<file path="src/eisc_defines.svh">
// Constants for the external interrupt sense control block.
// Assumes one 100 MHz system clock and a plain register port.
`ifndef EISC_DEFINES_SVH
`define EISC_DEFINES_SVH

`define EISC_ADDR_W          4
`define EISC_DATA_W          16
`define EISC_OFS_DETECT      4'h0
`define EISC_OFS_EDGE_DIR    4'h1
`define EISC_OFS_FLAGS       4'h2
`define EISC_OFS_PRIO        4'h3
`define EISC_OFS_NMI_FLAG    4'h4
`define EISC_BIT_NMI_LEVEL   15
`define EISC_BIT_NMI_EDGE    8
`define EISC_BIT_SENSE_HI    7
`define EISC_BIT_SENSE_LO    4
`define EISC_DETECT_WMASK    16'h01f0
`define EISC_EDGE_WMASK      16'hff00
`define EISC_FLAG_WMASK      16'h00f0
`define EISC_FLAG_LO         4
`define EISC_EDGE_FALL       2'h0
`define EISC_EDGE_RISE       2'h1
`define EISC_EDGE_BOTH       2'h2
`define EISC_NMI_FILT_NS     20
`define EISC_CLK_PERIOD_NS   10
`define EISC_NMI_FILT_CYC    ((`EISC_NMI_FILT_NS + `EISC_CLK_PERIOD_NS - 1) / `EISC_CLK_PERIOD_NS)

`endif

</file>
<file path="src/eisc_pkg.sv">
// Types shared by the external interrupt sense control block.
// Assumes eisc_defines.svh is included before this package is used.
`include "eisc_defines.svh"
package eisc_pkg;
    typedef struct packed {
        logic [`EISC_ADDR_W-1:0] addr;
        logic [`EISC_DATA_W-1:0] wdata;
        logic                    wr;
        logic                    rd;
    } eisc_bus_s;

    typedef logic [3:0] eisc_prio_t;

    typedef enum logic [2:0] {
        EISC_IDLE    = 3'b001,
        EISC_PRESENT = 3'b010,
        EISC_ACK     = 3'b100
    } eisc_notify_e;
endpackage

</file>
<file path="src/eisc_top.sv">
// External interrupt sense control: NMI and four request pins to the CPU.
// Assumes pins are asynchronous inputs and a plain single-cycle register port.
//
// Behaviour
// - Rank sources over fifteen priority levels.
// - Filter short glitches on the NMI pin.
// - Drive notify pin when a request occurs.
// - Request pins maskable, NMI pin non-maskable.
// - Detection register is sixteen bits wide.
// - Bit 15 reads filtered NMI level, read-only.
// - Reserved detection bits read back as zero.
// - Bit 8 picks NMI falling or rising edge.
// - Bits 7..4 pick level or edge per pin.
// - Level mode requests while pin is low.
// - Edge mode uses per-pin direction field.
// - Direction 00 fall, 01 rise, 10 both.
// - Level mode ignores the direction field.
// - Edge flag clears by write 0 after read 1.
`timescale 1ns/1ps
`include "eisc_defines.svh"

module eisc_top #(
    parameter int NMI_FILT_CYC = `EISC_NMI_FILT_CYC
) (
    input  wire logic                    clk_sys_in,
    input  wire logic                    sys_rst_in,
    input  wire logic                    nmi_in,
    input  wire logic [3:0]              req_pin_n_in,
    input  wire logic [`EISC_ADDR_W-1:0] reg_addr_in,
    input  wire logic [`EISC_DATA_W-1:0] reg_wdata_in,
    input  wire logic                    reg_wr_in,
    input  wire logic                    reg_rd_in,
    input  wire logic                    cpu_ack_in,
    output logic      [`EISC_DATA_W-1:0] reg_rdata_out,
    output logic                         cpu_req_out,
    output logic                         cpu_nmi_out,
    output logic      [3:0]              cpu_level_out,
    output logic      [2:0]              cpu_src_out,
    output logic                         interrupt_notify_n_out
);

    // ******************************************************************
    // Synchronisers and NMI filter
    // ******************************************************************
    logic [4:0] sync1;
    logic [4:0] sync2;
    logic [4:0] prev;
    logic       nmi_filt;
    logic [7:0] filt_cnt;

    always_ff @(posedge clk_sys_in or posedge sys_rst_in) begin
        if (sys_rst_in) begin
            sync1 <= 5'h1f;
            sync2 <= 5'h1f;
        end else begin
            sync1 <= {nmi_in, req_pin_n_in};
            sync2 <= sync1;
        end
    end

    // The filtered NMI level follows the pin only after it has held steady.
    always_ff @(posedge clk_sys_in or posedge sys_rst_in) begin
        if (sys_rst_in) begin
            nmi_filt <= 1'b1;
            filt_cnt <= 8'h00;
        end else if (sync2[4] == nmi_filt) begin
            filt_cnt <= 8'h00;
        end else if (filt_cnt >= 8'(NMI_FILT_CYC - 1)) begin
            nmi_filt <= sync2[4];
            filt_cnt <= 8'h00;
        end else begin
            filt_cnt <= filt_cnt + 8'h01;
        end
    end

    always_ff @(posedge clk_sys_in or posedge sys_rst_in) begin
        if (sys_rst_in) begin
            prev <= 5'h1f;
        end else begin
            prev <= {nmi_filt, sync2[3:0]};
        end
    end

    // ******************************************************************
    // Registers
    // ******************************************************************
    eisc_pkg::eisc_bus_s bus;
    assign bus = '{addr: reg_addr_in, wdata: reg_wdata_in, wr: reg_wr_in, rd: reg_rd_in};

    logic        nmi_edge_sel;
    logic [3:0]  sense_sel;
    logic [7:0]  edge_dir;
    logic [3:0]  req_pending_flag;
    logic [3:0]  flag_seen_one;
    logic        nmi_flag;
    logic [15:0] prio;

    always_ff @(posedge clk_sys_in or posedge sys_rst_in) begin
        if (sys_rst_in) begin
            nmi_edge_sel <= 1'b0;
            sense_sel    <= 4'h0;
        end else if (bus.wr && bus.addr == `EISC_OFS_DETECT) begin
            // Reserved and level bits are not stored, so they cannot be altered.
            nmi_edge_sel <= bus.wdata[`EISC_BIT_NMI_EDGE];
            sense_sel    <= bus.wdata[`EISC_BIT_SENSE_HI:`EISC_BIT_SENSE_LO];
        end
    end

    always_ff @(posedge clk_sys_in or posedge sys_rst_in) begin
        if (sys_rst_in) begin
            edge_dir <= 8'h00;
        end else if (bus.wr && bus.addr == `EISC_OFS_EDGE_DIR) begin
            edge_dir <= bus.wdata[15:8];
        end
    end

    always_ff @(posedge clk_sys_in or posedge sys_rst_in) begin
        if (sys_rst_in) begin
            prio <= 16'h0000;
        end else if (bus.wr && bus.addr == `EISC_OFS_PRIO) begin
            prio <= bus.wdata;
        end
    end

    // ******************************************************************
    // Detection
    // ******************************************************************
    // Pin n sits at bit 3-n of the sense field and bits 7-2n..6-2n of edge_dir.
    function automatic logic edge_hit(input logic [1:0] dir, input logic cur, input logic old);
        logic fall;
        logic rise;
        fall = old & ~cur;
        rise = ~old & cur;
        unique case (dir)
            `EISC_EDGE_FALL: edge_hit = fall;
            `EISC_EDGE_RISE: edge_hit = rise;
            `EISC_EDGE_BOTH: edge_hit = fall | rise;
            default:         edge_hit = 1'b0;
        endcase
    endfunction

    logic [3:0] edge_evt;
    logic [3:0] req_active;
    logic       nmi_evt;

    always_comb begin
        for (int n = 0; n < 4; n++) begin
            edge_evt[n] = edge_hit(edge_dir[7-2*n -: 2], sync2[n], prev[n]);
            req_active[n] = sense_sel[3-n] ? req_pending_flag[n]
                                           : ~sync2[n];
        end
    end

    assign nmi_evt = nmi_edge_sel ? (~prev[4] & nmi_filt) : (prev[4] & ~nmi_filt);

    // Flag sets win over a simultaneous clear; a 0 write clears only after a 1 was read.
    logic rd_flags;
    logic wr_flags;
    assign rd_flags = bus.rd && bus.addr == `EISC_OFS_FLAGS;
    assign wr_flags = bus.wr && bus.addr == `EISC_OFS_FLAGS;

    always_ff @(posedge clk_sys_in or posedge sys_rst_in) begin
        if (sys_rst_in) begin
            req_pending_flag <= 4'h0;
            flag_seen_one    <= 4'h0;
        end else begin
            for (int n = 0; n < 4; n++) begin
                if (sense_sel[3-n] && edge_evt[n]) begin
                    req_pending_flag[n] <= 1'b1;
                end else if (wr_flags && !bus.wdata[`EISC_FLAG_LO+3-n]
                             && flag_seen_one[n]) begin
                    req_pending_flag[n] <= 1'b0;
                end
                if (rd_flags && req_pending_flag[n]) begin
                    flag_seen_one[n] <= 1'b1;
                end else if (wr_flags || !req_pending_flag[n]) begin
                    flag_seen_one[n] <= 1'b0;
                end
            end
        end
    end

    always_ff @(posedge clk_sys_in or posedge sys_rst_in) begin
        if (sys_rst_in) begin
            nmi_flag <= 1'b0;
        end else if (nmi_evt) begin
            nmi_flag <= 1'b1;
        end else if (cpu_ack_in && cpu_nmi_out) begin
            nmi_flag <= 1'b0;
        end
    end

    // ******************************************************************
    // Priority ranking
    // ******************************************************************
    logic [3:0] best_lvl;
    logic [2:0] best_src;

    always_comb begin
        best_lvl = 4'h0;
        best_src = 3'h0;
        for (int n = 0; n < 4; n++) begin
            if (req_active[n] && prio[15-4*n -: 4] > best_lvl) begin
                best_lvl = prio[15-4*n -: 4];
                best_src = 3'(n);
            end
        end
    end

    // ******************************************************************
    // CPU request and notify pin
    // ******************************************************************
    eisc_pkg::eisc_notify_e state;

    always_ff @(posedge clk_sys_in or posedge sys_rst_in) begin
        if (sys_rst_in) begin
            state                  <= eisc_pkg::EISC_IDLE;
            cpu_req_out            <= 1'b0;
            cpu_nmi_out            <= 1'b0;
            cpu_level_out          <= 4'h0;
            cpu_src_out            <= 3'h0;
            interrupt_notify_n_out <= 1'b1;
        end else begin
            unique case (state)
                eisc_pkg::EISC_IDLE: begin
                    if (nmi_flag) begin
                        state                  <= eisc_pkg::EISC_PRESENT;
                        cpu_req_out            <= 1'b1;
                        cpu_nmi_out            <= 1'b1;
                        cpu_level_out          <= 4'hf;
                        cpu_src_out            <= 3'h4;
                        interrupt_notify_n_out <= 1'b0;
                    end else if (best_lvl != 4'h0) begin
                        state                  <= eisc_pkg::EISC_PRESENT;
                        cpu_req_out            <= 1'b1;
                        cpu_nmi_out            <= 1'b0;
                        cpu_level_out          <= best_lvl;
                        cpu_src_out            <= best_src;
                        interrupt_notify_n_out <= 1'b0;
                    end
                end
                eisc_pkg::EISC_PRESENT: begin
                    if (cpu_ack_in) begin
                        state                  <= eisc_pkg::EISC_ACK;
                        cpu_req_out            <= 1'b0;
                        cpu_nmi_out            <= 1'b0;
                        interrupt_notify_n_out <= 1'b1;
                    end
                end
                eisc_pkg::EISC_ACK: begin
                    // One idle cycle lets a level request be re-sampled.
                    state <= eisc_pkg::EISC_IDLE;
                end
                default: begin
                    state <= eisc_pkg::EISC_IDLE;
                end
            endcase
        end
    end

    // ******************************************************************
    // Read port
    // ******************************************************************
    always_ff @(posedge clk_sys_in or posedge sys_rst_in) begin
        if (sys_rst_in) begin
            reg_rdata_out <= 16'h0000;
        end else if (bus.rd) begin
            unique case (bus.addr)
                `EISC_OFS_DETECT:   reg_rdata_out <= {nmi_filt, 6'h00, nmi_edge_sel,
                                                      sense_sel, 4'h0};
                `EISC_OFS_EDGE_DIR: reg_rdata_out <= {edge_dir, 8'h00};
                `EISC_OFS_FLAGS:    reg_rdata_out <= {8'h00, req_pending_flag[0],
                                                      req_pending_flag[1],
                                                      req_pending_flag[2],
                                                      req_pending_flag[3], 4'h0};
                `EISC_OFS_PRIO:     reg_rdata_out <= prio;
                `EISC_OFS_NMI_FLAG: reg_rdata_out <= {15'h0000, nmi_flag};
                default:            reg_rdata_out <= 16'h0000;
            endcase
        end else begin
            reg_rdata_out <= 16'h0000;
        end
    end

endmodule // eisc_top

</file>
<file path="config.mk">
export PLATFORM = sky130hd
export DESIGN_NAME = eisc_top
export DESIGN_NICKNAME = d
export VERILOG_FILES = /design/src/eisc_pkg.sv /design/src/eisc_top.sv
export VERILOG_INCLUDE_DIRS = /design/src /design/src/src
export SDC_FILE = /design/constraint.sdc
export NUM_CORES = 1
export LEC_CHECK = 0
export ABC_AREA = 1
export BUFFER_PORTS_ARGS = -buffer_cell sky130_fd_sc_hd__buf_2
export CAP_MARGIN = 20
export CORE_ASPECT_RATIO = 0.75
export CORE_MARGIN = 2
export CORE_UTILIZATION = 29
export DETAILED_ROUTE_END_ITERATION = 12
export GPL_ROUTABILITY_DRIVEN = 0
export SETUP_SLACK_MARGIN = 0.4
export SLEW_MARGIN = 30
export SYNTH_ARGS = -nofsm -noshare
export SYNTH_HDL_FRONTEND = slang
export SYNTH_SLANG_ARGS = --single-unit
</file>
<file path="constraint.sdc">
create_clock -name clk_sys_in -period 4.4 [get_ports clk_sys_in]
set_input_delay 0.88 -clock clk_sys_in [delete_from_list [all_inputs] [get_ports clk_sys_in]]
set_output_delay 0.88 -clock clk_sys_in [all_outputs]
set_load 0.01 [all_outputs]
</file>
== Yosys cells after proc, flatten, opt, wreduce, memory -nomap -nowiden ==
Cells that the tools add are included.
Storage, ports and cells
  output and inout port bits: 26
  input port bits: 30
  word-level logic and storage cells: 188
  bits in registers: 91
Operators by class
  order comparisons: 5
  bitwise operators: 25
  mux-type cells: 56
  $add $sub $neg: 1
  reductions and logical operators: 59
  equal/unequal tests: 17
Operators by type and width (count)
  one-hot mux 16 bit (5 select lines): 1
  2-to-1 mux 1 bit: 31
  logical AND 1 bit: 26
  2-to-1 mux 4 bit: 6
  nonzero test 2 bit: 11
  2-to-1 mux 3 bit: 7
  2-to-1 mux 16 bit: 1
  2-to-1 mux 8 bit: 2
  greater-than comparator 4 bit: 3
  one-hot mux 1 bit (3 select lines): 4
  inverter 1 bit: 11
  AND 1 bit: 10
  adder 8 x 1 -> 8 bit, second input constant: 1
  == test 2 x 1 -> 1 bit, second input constant: 4
  == test 2 bit, second input constant: 4
  == test 4 x 2 -> 1 bit, second input constant: 2
  greater-or-equal comparator 8 x 1 -> 1 bit, second input constant: 1
  zero test 1 bit: 8
  zero test 2 bit: 4
  one-hot mux 1 bit (2 select lines): 3
  one-hot mux 3 bit (2 select lines): 1
  AND reduction 2 bit: 3
  == test 4 x 1 -> 1 bit, second input constant: 1
  == test 4 x 3 -> 1 bit, second input constant: 1
  11 further kinds: 17

== Logic depth before layout (Yosys ltp) ==
  word-level depth: 17
  mapped depth: 39

== Worst setup path after synthesis ==
No wires, ideal clock.
  path type: reg2reg
  start point: register sync2[0]
  end point: register cpu_nmi_out
  buffers on the path: 0
  library setup time: 0.118 ns
  arrival: 3.957 ns
  cell stages (with the launch flop): 35
  setup slack: 0.326 ns
  cells stage by stage: dfstp_2 > nand2_1 > nand2_1 > inv_1 > nand2_1 > inv_1 > nand2_1 > ha_1 > nand2_1 > nor2_2 > nor2_4 > nand2_4 > o21ai_0 > ha_1 > nand2_1 > inv_1 > nand2_2 > nor2_2 > nor2_4 > nand2_4 > nand2_2 > nand2_1 > ha_1 > nand2_1 > nor2_1 > a221oi_1 > nand2_1 > o21ai_0 > inv_1 > nand2_1 > nor2_2 > nand2_4 > nand2_8 > nand2_1 > nand2_1
Between the ends
  longest elaborated chain between the ends: 16
Ends and longest elaborated chain
  start: declaration: line eisc_top.sv:46  | logic [4:0] sync2;
  start signal: assignment: line eisc_top.sv:57  | sync2 <= sync1;
  inverter 1 bit *: line eisc_top.sv:150  | : ~sync2[n];
  2-to-1 mux 1 bit *: line eisc_top.sv:149  | req_active[n] = sense_sel[3-n] ? req_pending_flag[n]
  logical AND 1 bit *: line eisc_top.sv:203  | if (req_active[n] && prio[15-4*n -: 4] > best_lvl) begin
  2-to-1 mux 4 bit *: line eisc_top.sv:203
  greater-than comparator 4 bit: line eisc_top.sv:203
  logical AND 1 bit: line eisc_top.sv:203
  2-to-1 mux 4 bit *: line eisc_top.sv:203
  greater-than comparator 4 bit: line eisc_top.sv:203
  logical AND 1 bit: line eisc_top.sv:203
  2-to-1 mux 4 bit *: line eisc_top.sv:203
  greater-than comparator 4 bit: line eisc_top.sv:203
  logical AND 1 bit: line eisc_top.sv:203
  2-to-1 mux 4 bit *: line eisc_top.sv:203
  nonzero test 4 bit *: line eisc_top.sv:233  | end else if (best_lvl != 4'h0) begin
  inequality test 3 bit (no line) *
  AND reduction 3 bit (no line) *
  end signal: assignment: line eisc_top.sv:229  | cpu_nmi_out <= 1'b1;
  end signal: assignment: line eisc_top.sv:236  | cpu_nmi_out <= 1'b0;
  end signal: assignment: line eisc_top.sv:246  | cpu_nmi_out <= 1'b0;
  end: declaration: line eisc_top.sv:36  | output logic cpu_nmi_out,
Mark *: on every way between the ends. The rest lies on a longest branch, timed or not.
A chain may end at the register's enable or synchronous reset.

== Worst setup path after layout ==
  start point: register sense_sel[3]
  end point: register cpu_src_out[2]
Between the ends
  longest elaborated chain between the ends: 15
  elaborated cells between the ends (all ways): 18
  those cells by class: order compare: 3; mux: 8; reduce/logical: 7
Ends and longest elaborated chain
  start: declaration: line eisc_top.sv:91  | logic [3:0] sense_sel;
  start signal: assignment: line eisc_top.sv:105  | sense_sel <= bus.wdata[`EISC_BIT_SENSE_HI:`EISC_BIT_SENSE_LO];
  2-to-1 mux 1 bit *: line eisc_top.sv:149
  logical AND 1 bit *: line eisc_top.sv:203
  2-to-1 mux 4 bit *: line eisc_top.sv:203
  greater-than comparator 4 bit: line eisc_top.sv:203
  logical AND 1 bit: line eisc_top.sv:203
  2-to-1 mux 4 bit *: line eisc_top.sv:203
  greater-than comparator 4 bit: line eisc_top.sv:203
  logical AND 1 bit: line eisc_top.sv:203
  2-to-1 mux 4 bit *: line eisc_top.sv:203
  greater-than comparator 4 bit: line eisc_top.sv:203
  logical AND 1 bit: line eisc_top.sv:203
  2-to-1 mux 4 bit: line eisc_top.sv:203
  nonzero test 4 bit: line eisc_top.sv:233
  nonzero test 2 bit (no line)
  AND reduction 2 bit (no line)
  end signal: assignment: line eisc_top.sv:238  | cpu_src_out <= best_src;
  end: declaration: line eisc_top.sv:38  | output logic [2:0] cpu_src_out,
Mark *: on every way between the ends. The rest lies on a longest branch, timed or not. The select of a mux whose other input is x is not followed.

==> results.toml <==
[power_and_ir_drop]
power_uw = 3630
ir_drop_mv = 0.271
power.density_mw_per_mm2 = 636
leakage_uw = 0.00285

[die]
die_h_um = 110
die_area_mm2 = 0.0159
die_x_um = 145
rows = 38
start_util_pct = 29.8
core-area_mm2 = 0.0145
ioPinCount = 56

[route]
drt-total-wl_mm = 11.4
via_per_inst = 4.62
wl_per_cell_um = 14.6
ant_nets = 0
drc = 0
vias = 3616
drtPass1Iterations = 5
drtIter0Drc = 283

[worst_hold_path]
hold_path.class = "flop to flop"

[cts]
clk_latency_ps = 350
ctsRootBufferMaster = "clkbuf_16"
cts.sinks = 91
cts_hold_buf = 0
cts_tree = "yes"
path_clk_slew_ps = 60
cts_buffer_depth = 2
cts_buffers = 9
cts_max_level = 3

[critical_path]
cp_max_fo = 7
worstPathArrival_ps = 4420
r2r-end = "cpu_src_out[2]$_DFFE_PP0P_"
path_class = "flop to flop"
startpoint_type = "flop"
cp_slowest_cell = "dfrtp_1"
reg2reg_slack_ps = 210
max_stage_delay_ps = 390
crit_cells = 35
path_buf_inv = 6
crit_required_ps = 4630
worstSetupStartpoint = "sense_sel[3]$_DFFE_PP0P_"
worst_setup_path_end_kind = "flop"
worstRegToRegCells = 35
crit_end = "cpu_src_out[2]$_DFFE_PP0P_"
cp_top_family = "simple AND/OR/NAND/NOR gates"
rr_startpoint = "sense_sel[3]$_DFFE_PP0P_"

[timing]
tns_ps = 0
setup_violations = 0
rsz0062_at_grt = "yes"
worst_slew_pin_slew_ps = 854
fin_skew_ps = 11.1
max_freq_ghz = 0.239
fin_crit_sh_pct = 95.1
slew_headroom_pct = 42.8
timing_hold_violations_final = 0
fin_crit_ps = 4190
final_max_slew_viol_count = 0

[yosys]
yosysWarnings = 0
synth-edff-count = 0
synthCells = 486
async_flop_share_pct = 100
synth_area_leaders = "dfrtp_1 42%, dfstp_2 11%, nand2_1 9.5%, inv_1 7.0%, ha_1 6.4%"
syn_avg_cell_area_um2 = 8.88
ys_ff_latch = 91
synth_top_area_share_pct = 42.3
ys_dominant_reg_cell = "dfrtp_1"
synth_cell_type_count = 33
yosysSeqAreaShare_pct = 53.3
yosys.area.top_type = "dfrtp_1"
syn_area_mm2 = 0.00432

[grt]
antenna_found_initial = 0
grt_pass1_vias = 3747
grt_util_all_layers_pct = 14.8
grt_overflow = 0
grt_max_degree = 38
grt_pass1_wl_mm = 18.5

[placed_design]
dpl.cell_count = 746
port-buffer-count = 55
dpl.hpwl_mm = 8.00

[outcome]
status = "completed"

[finish]
syn2layout_area_growth_pct = 32.3
nFillCells = 1416
antenna_cells = 0
stdcell_count = 783
nNetsFinal = 630
drive_gt1_share_pct = 35.8
final_core_util_pct = 39.4

[flow_run]
cap_violations = 0
-- worst reg2reg max path, delay by kind of cell (launching register included) --
family	cells	cell delay, ps
AOI/OAI and AO/OA	3	470
adders and majority gates	3	810
buffers and inverters	6	370
DFF	1	390
and+or+nand+nor	23	2030
-- metrics by stage --
stage          hold slack, ps  setup slack (ps)  instance area (um^2)
6_report                  351               215                  5710
5_1_grt                   358              27.1                  5710
4_1_cts                   351               261                  5500
3_5_place_dp              347             -84.7                  4890
3_3_place_gp              347               142                  4890
2_1_floorplan             345               410                  4330
-- final cells by class --
| class | count | area (um^2) | area share, % |
|---|---|---|---|
| sequential | 91 | 2300 | 40.3 |
| multi-input combinational | 311 | 2080 | 36.4 |
| clock inverter | 5 | 52.6 | 0.920 |
| tap | 200 | 250 | 4.38 |
| timing repair buffer | 80 | 463 | 8.11 |
| clock buffer | 11 | 243 | 4.25 |
| inverter | 85 | 325 | 5.70 |
-- flip-flops by register name, summed over array words and instances, names as in the netlist, 5 cells and up --
register / flops
edge_dir: 8
prev: 5
prio: 16
sync2: 5
sync1: 5
reg_rdata_out: 16
filt_cnt: 8
-- how the worst min path moves through the flow --
| stage | start | to | cells after the start |
|---|---|---|---|
| after floorplan | sync1[0]$_DFF_PP1_ | sync2[0]$_DFF_PP1_ | 0 |
| after global placement | sync1[1]$_DFF_PP1_ | sync2[1]$_DFF_PP1_ | 0 |
| after detailed placement | sync1[4]$_DFF_PP1_ | sync2[4]$_DFF_PP1_ | 0 |
| after CTS | sync1[4]$_DFF_PP1_ | sync2[4]$_DFF_PP1_ | 0 |
| after global routing | sync1[3]$_DFF_PP1_ | sync2[3]$_DFF_PP1_ | 0 |
| final | sync1[4]$_DFF_PP1_ | sync2[4]$_DFF_PP1_ | 0 |
-- metal layers --
metal	wire [um]	up-vias	global-route usage, %
met4	278	0	5.16
li1	-	1741	-
met1	5460	1721	20.0
met2	4940	128	23.0
met3	747	26	4.27
met5	0	-	0
-- power by group --
part	internal [uW]	leakage (uW)	total (uW)	switching, uW
logic	717	0.00160	1740	1030
clock network	453	0.000145	767	315
registers	996	0.00110	1120	125
total	2170	0.00285	3630	1470
-- synth_stat cells (all sizes together), types with 3 or more instances --
library cell / n
nor2: 30
o31ai: 4
o221ai: 3
nor3: 12
a21oi: 19
nand3: 28
o21ai: 44
ha: 22
o311ai: 3
dfstp: 18
clkbuf: 5
o211ai: 3
nand2: 126
dfrtp: 73
inv: 84
o22ai: 4
-- cells in the final DEF, fill, tap and decap left out, drive strengths merged --
cell type | netlist | final
nor3 | 12 | 12
xnor2 | 1 | 1
ha | 22 | 22
a21boi | 1 | 1
a21oi | 19 | 19
clkinv | 1 | 5
or4 | 1 | 1
o31ai | 4 | 4
clkbuf | 5 | 11
nor2 | 30 | 30
a221oi | 1 | 1
dfrtp | 73 | 73
o311ai | 3 | 3
o21ai | 44 | 44
clkinvlp | 0 | 1
nand3 | 28 | 28
o22ai | 4 | 4
inv | 84 | 83
buf | 0 | 80
a211oi | 1 | 1
o221ai | 3 | 3
o211ai | 3 | 3
bufinv | 0 | 1
dfstp | 18 | 18
nand2 | 126 | 128
and2 | 1 | 1
conb | 1 | 5
-- logic make-up (layout without fill, tap and decap cells) --
group                      after synthesis  after routing  synth area share [%]
and+or+nand+nor                        198            200                  21.4
DFF                                     91             91                  53.3
buffers and inverters                   90            181                  7.82
AOI/OAI and AO/OA                       83             83                  10.9
adders and majority gates               22             22                  6.37
other                                    1              5                0.0868
xor gates and xnor gates                 1              1                 0.203
-- what timing repair did --
item | CTS | global route
pin swaps | 30 | 26
resized for setup | 49 | 41
gates cloned | 2 | 0
endpoints found under the setup margin | 12 | 12
setup buffers | 16 | 3
No activity file was read; power rests on OpenSTA's default activity.
